===== src/logic/playback_pkg.sv =====
package playback_pkg;
	// register indices; byte address is four times the index
	localparam logic [15:0] IDX_RATE_LOW = 16'hFC34;
	localparam logic [15:0] IDX_RATE_HIGH = 16'hFC35;
	localparam logic [15:0] IDX_LEFT_LOW = 16'hFC36;
	localparam logic [15:0] IDX_LEFT_HIGH = 16'hFC37;
	localparam logic [15:0] IDX_RIGHT_LOW = 16'hFC38;
	localparam logic [15:0] IDX_RIGHT_HIGH = 16'hFC39;
	localparam logic [15:0] IDX_VOLUME = 16'hFEC0;
	localparam logic [15:0] IDX_IRQ_STATUS = 16'hFC30;
	localparam logic [15:0] IDX_IRQ_MASK = 16'hFC31;
	localparam logic [15:0] IDX_PATH_STATUS = 16'hFC32;
	// reset values
	localparam logic [15:0] RST_REG16 = 16'h0000;
	localparam logic [3:0] RST_REG4 = 4'h0;
	localparam logic [1:0] RST_IRQ = 2'h0;
	// field positions
	localparam int RATE_HIGH_W = 4;
	localparam int RATE_W = 20;
	localparam int LOW_BYTE_MSB = 15;
	localparam int LOW_BYTE_LSB = 8;
	localparam int VOL_LFINE_LSB = 12;
	localparam int VOL_LCOARSE_LSB = 8;
	localparam int VOL_RFINE_LSB = 4;
	localparam int VOL_RCOARSE_LSB = 0;
	localparam int IRQ_REQ_BIT = 0;
	localparam int IRQ_URUN_BIT = 1;
	localparam int PSTAT_IDLE_BIT = 0;
	localparam int PSTAT_CLKEN_BIT = 1;
	// timing: fs = clk / 2^27 * increment, accumulator is 2^20
	localparam int RATE_SCALE_LOG2 = 27;
	localparam int INTERP_DIV = 2 ** (RATE_SCALE_LOG2 - RATE_W);
	localparam int XTAL_HZ = 40_000_000;
	localparam int MAX_FS_HZ = 96_000;
	localparam logic [19:0] MAX_RATE_INC = 20'(MAX_FS_HZ * 64'h8000000 / XTAL_HZ);
	localparam int FRAC_W = 8;
	localparam int GAIN_FRAC = 14;
	localparam logic [3:0] FINE_MAX = 4'hB;
	// axi responses
	localparam logic [1:0] RESP_OKAY = 2'h0;
	localparam logic [1:0] RESP_SLVERR = 2'h2;
endpackage


===== src/logic/gain_lane_if.sv =====
`timescale 1ns/1ps
interface gain_lane_if #(parameter int DW = 24);
	logic inValid;
	logic signed [DW-1:0] inSample;
	logic [3:0] fine;
	logic [3:0] coarse;
	logic outValid;
	logic signed [DW-1:0] outSample;
	modport feeder (output inValid, inSample, fine, coarse, input outValid, outSample);
	modport scaler (input inValid, inSample, fine, coarse, output outValid, outSample);
endinterface


===== src/logic/playback_dac_rate_volume.sv =====
`timescale 1ns/1ps
module playback_dac_rate_volume import playback_pkg::*; #(
	parameter int ADDR_W = 18,
	parameter int DW = 24
) (
	input wire logic sys_clk,
	input wire logic rst_n,
	input wire logic ce,
	input wire logic [ADDR_W-1:0] s_axi_awaddr,
	input wire logic [2:0] s_axi_awprot,
	input wire logic s_axi_awvalid,
	output logic s_axi_awready,
	input wire logic [31:0] s_axi_wdata,
	input wire logic [3:0] s_axi_wstrb,
	input wire logic s_axi_wvalid,
	output logic s_axi_wready,
	output logic [1:0] s_axi_bresp,
	output logic s_axi_bvalid,
	input wire logic s_axi_bready,
	input wire logic [ADDR_W-1:0] s_axi_araddr,
	input wire logic [2:0] s_axi_arprot,
	input wire logic s_axi_arvalid,
	output logic s_axi_arready,
	output logic [31:0] s_axi_rdata,
	output logic [1:0] s_axi_rresp,
	output logic s_axi_rvalid,
	input wire logic s_axi_rready,
	output logic irq,
	output logic dacClkEn,
	output logic dacValid,
	output logic [DW-1:0] dacLeft,
	output logic [DW-1:0] dacRight
);
	localparam int DIV_W = $clog2(INTERP_DIV);
	localparam logic [DIV_W-1:0] DIV_LAST = DIV_W'(INTERP_DIV - 1);

	// byte-lane merge for a 16-bit register
	function automatic logic [15:0] laneMerge(input logic [15:0] old, input logic [31:0] d,
		input logic [3:0] strb);
		logic [15:0] r;
		r = old;
		if (strb[0]) begin
			r[7:0] = d[7:0];
		end
		if (strb[1]) begin
			r[15:8] = d[15:8];
		end
		return r;
	endfunction

	// 24-bit sample from high word and upper byte of low register
	function automatic logic signed [DW-1:0] joinSample(input logic [15:0] hi, input logic [15:0] lo);
		return {hi, lo[LOW_BYTE_MSB:LOW_BYTE_LSB]};
	endfunction

	function automatic logic isMapped(input logic [15:0] idx);
		return idx inside {IDX_RATE_LOW, IDX_RATE_HIGH, IDX_LEFT_LOW, IDX_LEFT_HIGH, IDX_RIGHT_LOW,
			IDX_RIGHT_HIGH, IDX_VOLUME, IDX_IRQ_STATUS, IDX_IRQ_MASK, IDX_PATH_STATUS};
	endfunction

	logic [15:0] rateLow_reg;
	logic [RATE_HIGH_W-1:0] rateHigh_reg;
	logic [15:0] leftLow_reg;
	logic [15:0] leftHigh_reg;
	logic [15:0] rightLow_reg;
	logic [15:0] rightHigh_reg;
	logic [15:0] volume_reg;
	logic [1:0] irqStatus_reg;
	logic [1:0] irqMask_reg;
	logic [3:0] written_reg;

	logic awHeld_reg;
	logic wHeld_reg;
	logic [ADDR_W-1:0] awAddr_reg;
	logic [31:0] wData_reg;
	logic [3:0] wStrb_reg;

	logic [RATE_W-1:0] rateInc;
	logic idle;
	logic [DIV_W-1:0] prescale_reg;
	logic [RATE_W-1:0] acc_reg;
	logic interpTick;
	logic rollover;
	logic [RATE_W:0] accSum;

	logic signed [DW-1:0] curLeft_reg;
	logic signed [DW-1:0] curRight_reg;
	logic signed [DW-1:0] prevLeft_reg;
	logic signed [DW-1:0] prevRight_reg;
	logic signed [DW-1:0] upLeft_reg;
	logic signed [DW-1:0] upRight_reg;
	logic upValid_reg;

	logic doWrite;
	logic [15:0] wIdx;
	logic [15:0] rIdx;
	logic [15:0] rdWord;
	logic [1:0] statusSet;
	logic [1:0] statusClr;

	gain_lane_if #(.DW(DW)) leftLane ();
	gain_lane_if #(.DW(DW)) rightLane ();

	assign rateInc = {rateHigh_reg, rateLow_reg};
	assign idle = (rateInc == '0);
	assign dacClkEn = !idle;
	assign interpTick = !idle && (prescale_reg == DIV_LAST);
	assign accSum = {1'b0, acc_reg} + {1'b0, rateInc};
	assign rollover = interpTick && accSum[RATE_W];

	// axi write channel: address and data taken in either order
	assign s_axi_awready = !awHeld_reg && !s_axi_bvalid;
	assign s_axi_wready = !wHeld_reg && !s_axi_bvalid;
	assign doWrite = awHeld_reg && wHeld_reg && !s_axi_bvalid;
	assign wIdx = awAddr_reg[17:2];

	always_ff @(posedge sys_clk) begin
		if (!rst_n) begin
			awHeld_reg <= 1'b0;
			wHeld_reg <= 1'b0;
			awAddr_reg <= '0;
			wData_reg <= '0;
			wStrb_reg <= '0;
			s_axi_bvalid <= 1'b0;
			s_axi_bresp <= RESP_OKAY;
		end else if (ce) begin
			if (s_axi_awvalid && s_axi_awready) begin
				awHeld_reg <= 1'b1;
				awAddr_reg <= s_axi_awaddr;
			end
			if (s_axi_wvalid && s_axi_wready) begin
				wHeld_reg <= 1'b1;
				wData_reg <= s_axi_wdata;
				wStrb_reg <= s_axi_wstrb;
			end
			if (doWrite) begin
				awHeld_reg <= 1'b0;
				wHeld_reg <= 1'b0;
				s_axi_bvalid <= 1'b1;
				s_axi_bresp <= isMapped(wIdx) ? RESP_OKAY : RESP_SLVERR;
			end else if (s_axi_bvalid && s_axi_bready) begin
				s_axi_bvalid <= 1'b0;
			end
		end
	end

	// register file
	always_ff @(posedge sys_clk) begin
		if (!rst_n) begin
			rateLow_reg <= RST_REG16;
			rateHigh_reg <= RST_REG4;
			leftLow_reg <= RST_REG16;
			leftHigh_reg <= RST_REG16;
			rightLow_reg <= RST_REG16;
			rightHigh_reg <= RST_REG16;
			volume_reg <= RST_REG16;
			irqMask_reg <= RST_IRQ;
		end else if (ce && doWrite) begin
			unique case (wIdx)
				IDX_RATE_LOW: rateLow_reg <= laneMerge(rateLow_reg, wData_reg, wStrb_reg);
				IDX_RATE_HIGH: begin
					if (wStrb_reg[0]) begin
						rateHigh_reg <= wData_reg[RATE_HIGH_W-1:0];
					end
				end
				IDX_LEFT_LOW: leftLow_reg <= laneMerge(leftLow_reg, wData_reg, wStrb_reg);
				IDX_LEFT_HIGH: leftHigh_reg <= laneMerge(leftHigh_reg, wData_reg, wStrb_reg);
				IDX_RIGHT_LOW: rightLow_reg <= laneMerge(rightLow_reg, wData_reg, wStrb_reg);
				IDX_RIGHT_HIGH: rightHigh_reg <= laneMerge(rightHigh_reg, wData_reg, wStrb_reg);
				IDX_VOLUME: volume_reg <= laneMerge(volume_reg, wData_reg, wStrb_reg);
				IDX_IRQ_MASK: begin
					if (wStrb_reg[0]) begin
						irqMask_reg <= wData_reg[1:0];
					end
				end
				default: begin
				end
			endcase
		end
	end

	// tracks which sample words were refreshed since the last rollover
	always_ff @(posedge sys_clk) begin
		if (!rst_n) begin
			written_reg <= 4'h0;
		end else if (ce) begin
			logic [3:0] hit;
			hit = 4'h0;
			if (doWrite) begin
				hit[0] = (wIdx == IDX_LEFT_LOW);
				hit[1] = (wIdx == IDX_LEFT_HIGH);
				hit[2] = (wIdx == IDX_RIGHT_LOW);
				hit[3] = (wIdx == IDX_RIGHT_HIGH);
			end
			written_reg <= rollover ? hit : (written_reg | hit);
		end
	end

	// sticky events, write one to clear, set wins
	always_comb begin
		statusSet = 2'h0;
		statusSet[IRQ_REQ_BIT] = rollover;
		statusSet[IRQ_URUN_BIT] = rollover && (written_reg != 4'hF);
		statusClr = 2'h0;
		if (doWrite && wIdx == IDX_IRQ_STATUS && wStrb_reg[0]) begin
			statusClr = wData_reg[1:0];
		end
	end

	always_ff @(posedge sys_clk) begin
		if (!rst_n) begin
			irqStatus_reg <= RST_IRQ;
		end else if (ce) begin
			irqStatus_reg <= (irqStatus_reg & ~statusClr) | statusSet;
		end
	end

	assign irq = |(irqStatus_reg & irqMask_reg);

	// axi read channel
	assign s_axi_arready = !s_axi_rvalid;
	assign rIdx = s_axi_araddr[17:2];

	always_comb begin
		rdWord = 16'h0000;
		unique case (rIdx)
			IDX_RATE_LOW: rdWord = rateLow_reg;
			IDX_RATE_HIGH: rdWord = {12'h000, rateHigh_reg};
			IDX_LEFT_LOW: rdWord = leftLow_reg;
			IDX_LEFT_HIGH: rdWord = leftHigh_reg;
			IDX_RIGHT_LOW: rdWord = rightLow_reg;
			IDX_RIGHT_HIGH: rdWord = rightHigh_reg;
			IDX_VOLUME: rdWord = volume_reg;
			IDX_IRQ_STATUS: rdWord = {14'h0000, irqStatus_reg};
			IDX_IRQ_MASK: rdWord = {14'h0000, irqMask_reg};
			IDX_PATH_STATUS: rdWord = {14'h0000, dacClkEn, idle};
			default: rdWord = 16'h0000;
		endcase
	end

	always_ff @(posedge sys_clk) begin
		if (!rst_n) begin
			s_axi_rvalid <= 1'b0;
			s_axi_rdata <= 32'h00000000;
			s_axi_rresp <= RESP_OKAY;
		end else if (ce) begin
			if (s_axi_arvalid && s_axi_arready) begin
				s_axi_rvalid <= 1'b1;
				s_axi_rdata <= {16'h0000, rdWord};
				s_axi_rresp <= isMapped(rIdx) ? RESP_OKAY : RESP_SLVERR;
			end else if (s_axi_rvalid && s_axi_rready) begin
				s_axi_rvalid <= 1'b0;
			end
		end
	end

	// interpolator clock prescaler and phase accumulator, held in idle
	always_ff @(posedge sys_clk) begin
		if (!rst_n) begin
			prescale_reg <= '0;
			acc_reg <= '0;
		end else if (ce && !idle) begin
			prescale_reg <= interpTick ? '0 : prescale_reg + DIV_W'(1);
			if (interpTick) begin
				acc_reg <= accSum[RATE_W-1:0];
			end
		end
	end

	// on rollover the written sample becomes current, the old one previous
	always_ff @(posedge sys_clk) begin
		if (!rst_n) begin
			curLeft_reg <= '0;
			curRight_reg <= '0;
			prevLeft_reg <= '0;
			prevRight_reg <= '0;
		end else if (ce && rollover) begin
			prevLeft_reg <= curLeft_reg;
			prevRight_reg <= curRight_reg;
			curLeft_reg <= joinSample(leftHigh_reg, leftLow_reg);
			curRight_reg <= joinSample(rightHigh_reg, rightLow_reg);
		end
	end

	// linear upconverter, phase taken from the accumulator top bits
	function automatic logic signed [DW-1:0] interp(input logic signed [DW-1:0] a,
		input logic signed [DW-1:0] b, input logic [FRAC_W-1:0] ph);
		logic signed [DW:0] delta;
		logic signed [DW+FRAC_W+1:0] step;
		delta = $signed({b[DW-1], b}) - $signed({a[DW-1], a});
		step = (delta * $signed({1'b0, ph})) >>> FRAC_W;
		return a + step[DW-1:0];
	endfunction

	always_ff @(posedge sys_clk) begin
		if (!rst_n) begin
			upLeft_reg <= '0;
			upRight_reg <= '0;
			upValid_reg <= 1'b0;
		end else if (ce) begin
			upValid_reg <= interpTick;
			if (interpTick) begin
				upLeft_reg <= interp(prevLeft_reg, curLeft_reg, acc_reg[RATE_W-1 -: FRAC_W]);
				upRight_reg <= interp(prevRight_reg, curRight_reg, acc_reg[RATE_W-1 -: FRAC_W]);
			end
		end
	end

	// volume after upconversion
	assign leftLane.inValid = upValid_reg;
	assign leftLane.inSample = upLeft_reg;
	assign leftLane.fine = volume_reg[VOL_LFINE_LSB +: 4];
	assign leftLane.coarse = volume_reg[VOL_LCOARSE_LSB +: 4];
	assign rightLane.inValid = upValid_reg;
	assign rightLane.inSample = upRight_reg;
	assign rightLane.fine = volume_reg[VOL_RFINE_LSB +: 4];
	assign rightLane.coarse = volume_reg[VOL_RCOARSE_LSB +: 4];

	volume_scaler #(.DW(DW)) leftScale (
		.sys_clk(sys_clk),
		.rst_n(rst_n),
		.ce(ce),
		.lane(leftLane)
	);

	volume_scaler #(.DW(DW)) rightScale (
		.sys_clk(sys_clk),
		.rst_n(rst_n),
		.ce(ce),
		.lane(rightLane)
	);

	// converter feed
	assign dacValid = leftLane.outValid;
	assign dacLeft = leftLane.outSample;
	assign dacRight = rightLane.outSample;
endmodule


===== src/logic/volume_scaler.sv =====
`timescale 1ns/1ps
module volume_scaler import playback_pkg::*; #(
	parameter int DW = 24
) (
	input wire logic sys_clk,
	input wire logic rst_n,
	input wire logic ce,
	gain_lane_if.scaler lane
);
	// fine boost in steps of 0.5 dB, q2.14
	function automatic logic [15:0] fineGain(input logic [3:0] f);
		logic [15:0] g;
		g = 16'h4000;
		unique case (f)
			4'h0: g = 16'h4000;
			4'h1: g = 16'h43CB;
			4'h2: g = 16'h47CF;
			4'h3: g = 16'h4C10;
			4'h4: g = 16'h5092;
			4'h5: g = 16'h5559;
			4'h6: g = 16'h5A67;
			4'h7: g = 16'h5FC3;
			4'h8: g = 16'h6570;
			4'h9: g = 16'h6B73;
			4'hA: g = 16'h71D1;
			4'hB: g = 16'h7890;
			default: g = 16'h4000;
		endcase
		return g;
	endfunction

	localparam logic signed [DW+17:0] POS_LIM = (DW+18)'(2 ** (DW - 1) - 1);
	localparam logic signed [DW+17:0] NEG_LIM = -(DW+18)'(2 ** (DW - 1));

	logic signed [DW+17:0] boosted;
	logic signed [DW+17:0] cut;

	always_comb begin
		boosted = (lane.inSample * $signed({2'h0, fineGain(lane.fine)})) >>> GAIN_FRAC;
		cut = boosted >>> lane.coarse;
	end

	always_ff @(posedge sys_clk) begin
		if (!rst_n) begin
			lane.outValid <= 1'b0;
			lane.outSample <= '0;
		end else if (ce) begin
			lane.outValid <= lane.inValid;
			if (lane.inValid) begin
				if (cut > POS_LIM) begin
					lane.outSample <= POS_LIM[DW-1:0];
				end else if (cut < NEG_LIM) begin
					lane.outSample <= NEG_LIM[DW-1:0];
				end else begin
					lane.outSample <= cut[DW-1:0];
				end
			end
		end
	end
endmodule


===== config.mk =====
export PLATFORM = sky130hd
export DESIGN_NAME = playback_dac_rate_volume
export DESIGN_NICKNAME = d
export VERILOG_FILES = /design/src/logic/playback_pkg.sv /design/src/logic/gain_lane_if.sv /design/src/logic/playback_dac_rate_volume.sv /design/src/logic/volume_scaler.sv
export SDC_FILE = /design/constraint.sdc
export NUM_CORES = 2
export LEC_CHECK = 0
export BUFFER_PORTS_ARGS = -buffer_cell sky130_fd_sc_hd__buf_4
export CAP_MARGIN = 40
export CORE_MARGIN = 5
export CORE_UTILIZATION = 46
export CTS_BUF_LIST = sky130_fd_sc_hd__clkbuf_2
export DETAILED_ROUTE_END_ITERATION = 10
export SYNTH_ARGS = -nofsm -noshare
export SYNTH_HDL_FRONTEND = slang
export SYNTH_SLANG_ARGS = --single-unit

===== constraint.sdc =====
create_clock -name sys_clk -period 8.76 [get_ports sys_clk]
set_input_delay 0.876 -clock sys_clk [delete_from_list [all_inputs] [get_ports sys_clk]]
set_output_delay 0.876 -clock sys_clk [all_outputs]
set_load 0.1 [all_outputs]

# Word-level counts from Yosys, hierarchy flattened
# Memory sizes are Yosys's and may differ from the RTL's. A register that Yosys moved wholly into a read port is not among the register bits.
# Index checks and enable logic that the tools add are counted.
# Widths: inputs -> output; s select.
classes:
  n_bitwise: 5
  n_shift: 2
  n_lt_le_gt_ge: 4
  n_reduce_logical: 55
  mux: 25
  n_mul: 4
  eq_ne: 22
  n_addsub: 6
ops:
  columns: ["op", "count"]
  rows:
  - ["$eq 16x16->1 const B", 20]
  - ["$pmux 16 s10", 1]
  - ["$mux 24", 4]
  - ["$gt 42x24->1 const B", 2]
  - ["$lt 42x24->1 const B", 2]
  - ["$sshr 27x4->42", 2]
  - ["$mul 24x17->41", 2]
  - ["$mul 25x9->32", 2]
  - ["$sub 24x24->25", 2]
  - ["$add 24x24->24", 2]
  - ["$reduce_and 3->1", 14]
  - ["$mux 4", 8]
  - ["$reduce_and 2->1", 11]
  - ["$add 20x20->21", 1]
  - ["$logic_not 20->1", 1]
  - ["$reduce_bool 10->1", 2]
  - ["$logic_and 1x1->1", 17]
  - ["$mux 1", 8]
  - ["$reduce_bool 2->1", 4]
  - ["$add 7x1->7 const B", 1]
  - ["$eq 7x7->1 const B", 1]
  - ["$mux 7", 1]
  - ["$mux 2", 3]
  - ["$logic_not 1->1", 5]
  - ["6 further kinds", 7]
word_totals:
  rom_bits: 448
  memories: 2
  out_inout_bits: 92
  ff_bits: 389
  in_bits: 86
  word_cells: 163
memory_table:
  columns: ["memory", "words", "width", "rd", "rd_ports_with_merged_regs", "wr", "line", "source"]
  rows:
  - ["(no name shown)", 16, 14, 1, 1, 0, "volume_scaler.sv:14", "unique case (f)"]
  - ["(no name shown)", 16, 14, 1, 1, 0, "volume_scaler.sv:14", null]

# Longest topological paths before layout
logic_depth:
  ltp_word: 8
  depth_mapped: 44
  depth_no_buf: 44

# By module
# Synthesis repeated with hierarchy kept, for this count alone.
hier_totals:
  hier_cells: 7680
  area_unflattened_um2: 64540.6
modules_own_cells:
  columns: ["module", "cells_per_inst", "n_inst", "area_per_inst_um2"]
  rows:
  - ["playback_dac_rate_volume", 3678, 1, 30984.7]
  - ["volume_scaler (rightScale)", 2033, 1, 16831.1]
  - ["volume_scaler (leftScale)", 1969, 1, 16724.8]

# Worst setup path after synthesis
# Ideal clock, no wire load.
synth_timing:
  path_type: "reg2reg"
  start: "register prevRight_reg[1]"
  end: "register upRight_reg[23] (netlist: rightLane.inSample[23])"
  setup_time_ns: 0.065
  arrival_time_ns: 8.989
  path_slack_ns: -0.294
  stages_incl_launch_ff: 42
  period_less_slack_ns: 9.054
  n_path_buf: 0
  cell_sequence: "dfxtp_1 inv_1 ha_1 nor2b_1 o21ai_0 a21boi_0 o21ai_0 a21boi_0 o21ai_0 a21boi_0 or3_1 a21oi_1 o21bai_1 a21oi_1 xnor2_1 nand2_1 fa_1 inv_1 (+6 left out) a21o_1 a21oi_1 nand2_1 and2_1 o21a_1 nor2_1 ha_1 a21o_1 a41oi_2 o21ai_1 o41ai_2 o21ai_1 or4_1 a41o_1 a21oi_1 xnor3_1 mux2_2 nor2_1"
synth_via:
  elab_chain_len: 3
synth_rtl:
  columns: ["element", "line", "source"]
  rows:
  - ["start: declaration", "playback_dac_rate_volume.sv:89", "logic signed [DW-1:0] prevRight_reg;"]
  - ["start signal: assignment", "playback_dac_rate_volume.sv:279", "prevRight_reg <= curRight_reg;"]
  - ["$sub 24x24->25", "playback_dac_rate_volume.sv:290", "delta = $signed({b[DW-1], b}) - $signed({a[DW-1], a});"]
  - ["$mul 25x9->32", "playback_dac_rate_volume.sv:291", "step = (delta * $signed({1'b0, ph})) >>> FRAC_W;"]
  - ["$add 24x24->24 (*)", "playback_dac_rate_volume.sv:292", "return a + step[DW-1:0];"]
  - ["end signal: assignment", "playback_dac_rate_volume.sv:304", "upRight_reg <= interp(prevRight_reg, curRight_reg, acc_reg[RATE_W-1 -: FRAC_W]);"]
  - ["end: declaration", "playback_dac_rate_volume.sv:91", "logic signed [DW-1:0] upRight_reg;"]
# Every way passes the cells marked *; elsewhere a longest branch is shown, timed or not.
# A chain may end at the register's enable or synchronous reset.

# Worst setup path in the final report
layout_timing:
  start: "register curLeft_reg[0]"
  end: "register upLeft_reg[23] (netlist: leftLane.inSample[23])"
layout_via:
  elab_chain_len: 3
layout_rtl:
  columns: ["element", "line", "source"]
  rows:
  - ["start: declaration", "playback_dac_rate_volume.sv:86", "logic signed [DW-1:0] curLeft_reg;"]
  - ["start signal: assignment", "playback_dac_rate_volume.sv:280", "curLeft_reg <= joinSample(leftHigh_reg, leftLow_reg);"]
  - ["$sub 24x24->25", "playback_dac_rate_volume.sv:290", null]
  - ["$mul 25x9->32", "playback_dac_rate_volume.sv:291", null]
  - ["$add 24x24->24", "playback_dac_rate_volume.sv:292", null]
  - ["end signal: assignment", "playback_dac_rate_volume.sv:303", "upLeft_reg <= interp(prevLeft_reg, curLeft_reg, acc_reg[RATE_W-1 -: FRAC_W]);"]
  - ["end: declaration", "playback_dac_rate_volume.sv:90", "logic signed [DW-1:0] upLeft_reg;"]
# Every way passes these cells.

==> run summary <==
Final Hold Viols - 0
synthesized flop and latch total - 413
status - finished, final reports clean
Post-DP HPWL - 146000 µm
CP bufs+invs - 7
Row Count - 134
layout cells sized above 1 - 12.7%
drt wl/cell - 18.7 µm
antenna violations before repair - 9
Rel. slew slack - 40.2%
worst skew pair latency - 1.49 ns
post-synth top area cell - fa_1
maximum root-to-sink buffer count - 3
# setup viols final - 0
pwr/cell area - 52.9 nW/µm²
crit-path leading delay family - compound AO/OA/AOI/OAI gates
GRT Total Usage - 25.8%
Worst-Margin Slew - 0.895 ns
post-DR vias/cell - 5.33
hold_ws - 0.179 ns
Max Fanout on Critical Path - 8
vias in the first global route - 53395
Final Cell Area - 70600 µm²
largest net degree at the start of global routing - 82
Cell Area, Placed - 67500 µm²
IO Count - 178
Pins Over Slew Limit - 0
# clock sinks - 413
Post-synth EDFFs - 0
P&R area growth vs syn - 14.0%
Final GP Congestion - 0.931
# port buffers - 131
Crit Path Category - reg -> reg
worst vdd ir - 95.3 µV
Max Cap Viol - 0
CTS tree - built
Tot Pwr - 3.73 mW
DR pass1 iterations - 6
Die H - 377 µm
Crit-path slowest cell - fa_1
FMAX - 117 MHz
gr ovfl total - 0
Max stage delay on crit path - 0.55 ns
TritonCTS Buffers - 111
Setup crit end kind - flop
first-pass GRT wire length - 292000 µm
total routed wirelength - 181000 µm
final worst path period need - 8.58 ns
clk slew on worst S/H paths - 0.11 ns
skew final - 0.185 ns
# H-tree levels - 3
clk root buf - clkbuf_2
CP required - 10.05 ns
Avg Inst Size Synth - 8.50 µm²
Worst Hold Class - in -> reg
Syn Inst Count - 7282
Synth top area share - 32.5%
drt drc - 0
post-route ant nets - 0
Final Cycle Share - 97.9%
Yosys cell types - 97
leak pwr - 35.1 nW
Cell Area, Synth - 61900 µm²
RSZ-0062 raised after global routing - yes
die area - 142000 µm²
sequential fraction of the synthesis area - 13.4%
Post-synth top cells - inv_1 (1358), nand2_1 (1130), fa_1 (1005)
drt initial violations - 3860
Core Box Area - 134000 µm²
final net count - 9314
Die W - 377 µm
via count - 51421
asr flop ratio synth - 0%
Synth area leaders - fa_1 (32%), dfxtp_1 (13%), ha_1 (8.8%)
Main synth FF type - dfxtp_1
initial core utilization - 46.3%
Arr. time, crit path - 9.87 ns
Yosys warnings - 0
critical path startpoint category - flop
most frequent cell after synthesis - inv_1
## worst paths after layout
check        slack (ns)               endpoint            from  cells after the start
max                0.18  leftLane.inSample[23]  curLeft_reg[0]                     43
min                0.18          wData_reg[10]    s_axi_wvalid                      5
max reg2reg        0.18  leftLane.inSample[23]  curLeft_reg[0]                     43
min reg2reg        0.46             acc_reg[2]      acc_reg[2]                      2
## cells in the final DEF (no fill, tap or decap), types with 15 or more instances in the layout
cell type,n
mux2i_1,241
nand3_1,71
a31oi_1,42
and3_1,36
xor2_1,57
a21o_1,95
a22oi_1,34
o21ai_0,166
and2_1,406
nor3_1,68
ha_1,423
dlygate4sd3_1,92
a211o_1,16
mux2_2,17
o211ai_1,33
nor2b_1,37
o21a_1,35
nand2b_1,41
a21oi_2,22
or3_1,19
fa_1,1001
o21ai_1,15
buf_4,588
xnor2_1,125
clkinv_1,37
clkbuf_2,145
nor2_1,338
dfxtp_1,402
o22ai_1,19
conb_1,18
a21oi_1,264
o21bai_1,26
nand2_1,1126
a211oi_1,32
nand4_1,24
inv_1,1349
a221oi_1,21
## kinds of logic (layout without fill, tap and decap cells)
family	count (synthesis)	after routing	share of synthesized area (%)
DFF	413	413	13.4
muxes	271	271	4.66
and+or+nand+nor	2269	2269	16.8
AOI/OAI and AO/OA	995	995	10.6
buffers and inverters	1693	2267	10.5
adders and majority gates	1442	1442	41.3
xor gates and xnor gates	198	198	2.82
other	1	24	0.00606
## stage by stage
| stage | setup WS, ns | TNS (ns) | cells | utilization (%) |
|---|---|---|---|---|
| after floorplan | 0.00556 | 0 | 7299 | - |
| after global placement | -0.588 | -3.30 | 9298 | 50.3 |
| after detailed placement | -0.613 | -4.40 | 9316 | 50.5 |
| after CTS | 0.00524 | 0 | 9629 | 52.3 |
| after global routing | -0.316 | -1.51 | 9647 | 52.8 |
| final | 0.184 | 0 | 9647 | 52.8 |
## per-layer routing
| layer | wire, µm | vias up | part of all wire, % | track usage (%) |
|---|---|---|---|---|
| met2 | 80300 | 1553 | 44 | 40.6 |
| li1 | - | 23980 | - | - |
| met1 | 82900 | 25645 | 46 | 37.3 |
| met3 | 13100 | 241 | 7.2 | 4.15 |
| met5 | 13 | - | 0.0072 | 0 |
| met4 | 4330 | 2 | 2.4 | 6.16 |
## worst min-delay path: stages
cell and delay, ns:
buf_4 0.08, nand3b_1 0.07, buf_4 0.25, nand2_1 0.11, a21oi_1 0.06
## what timing repair did
action | 4_1_cts | 5_1_grt
hold buffers | 92 | 0
buffers inserted | 21 | 13
setup endpoints to repair | 13 | 25
pin swaps | 68 | 115
gates resized for setup | 59 | 120
hold endpoints to repair | 65 | 0
## where the power goes
part | total (mW) | leakage (nW) | switching (mW) | internal, mW
clock | 1.58 | 0.806 | 0.948 | 0.632
sequential | 1.91 | 3.34 | 0.0225 | 1.89
combinational | 0.241 | 30.9 | 0.173 | 0.0679
total | 3.73 | 35.1 | 1.14 | 2.59
## final cells by class
class,count,area (µm²)
fillers,12720,63000
multi-input cells,5193,48100
flip-flops and latches,413,8280
repair buffers,703,5760
inverters,1364,5130
well taps,1768,2210
clock buffers,145,726
clock inverters,55,402
diodes,6,15.0
Note: power is estimated with default switching activity, not from simulation.
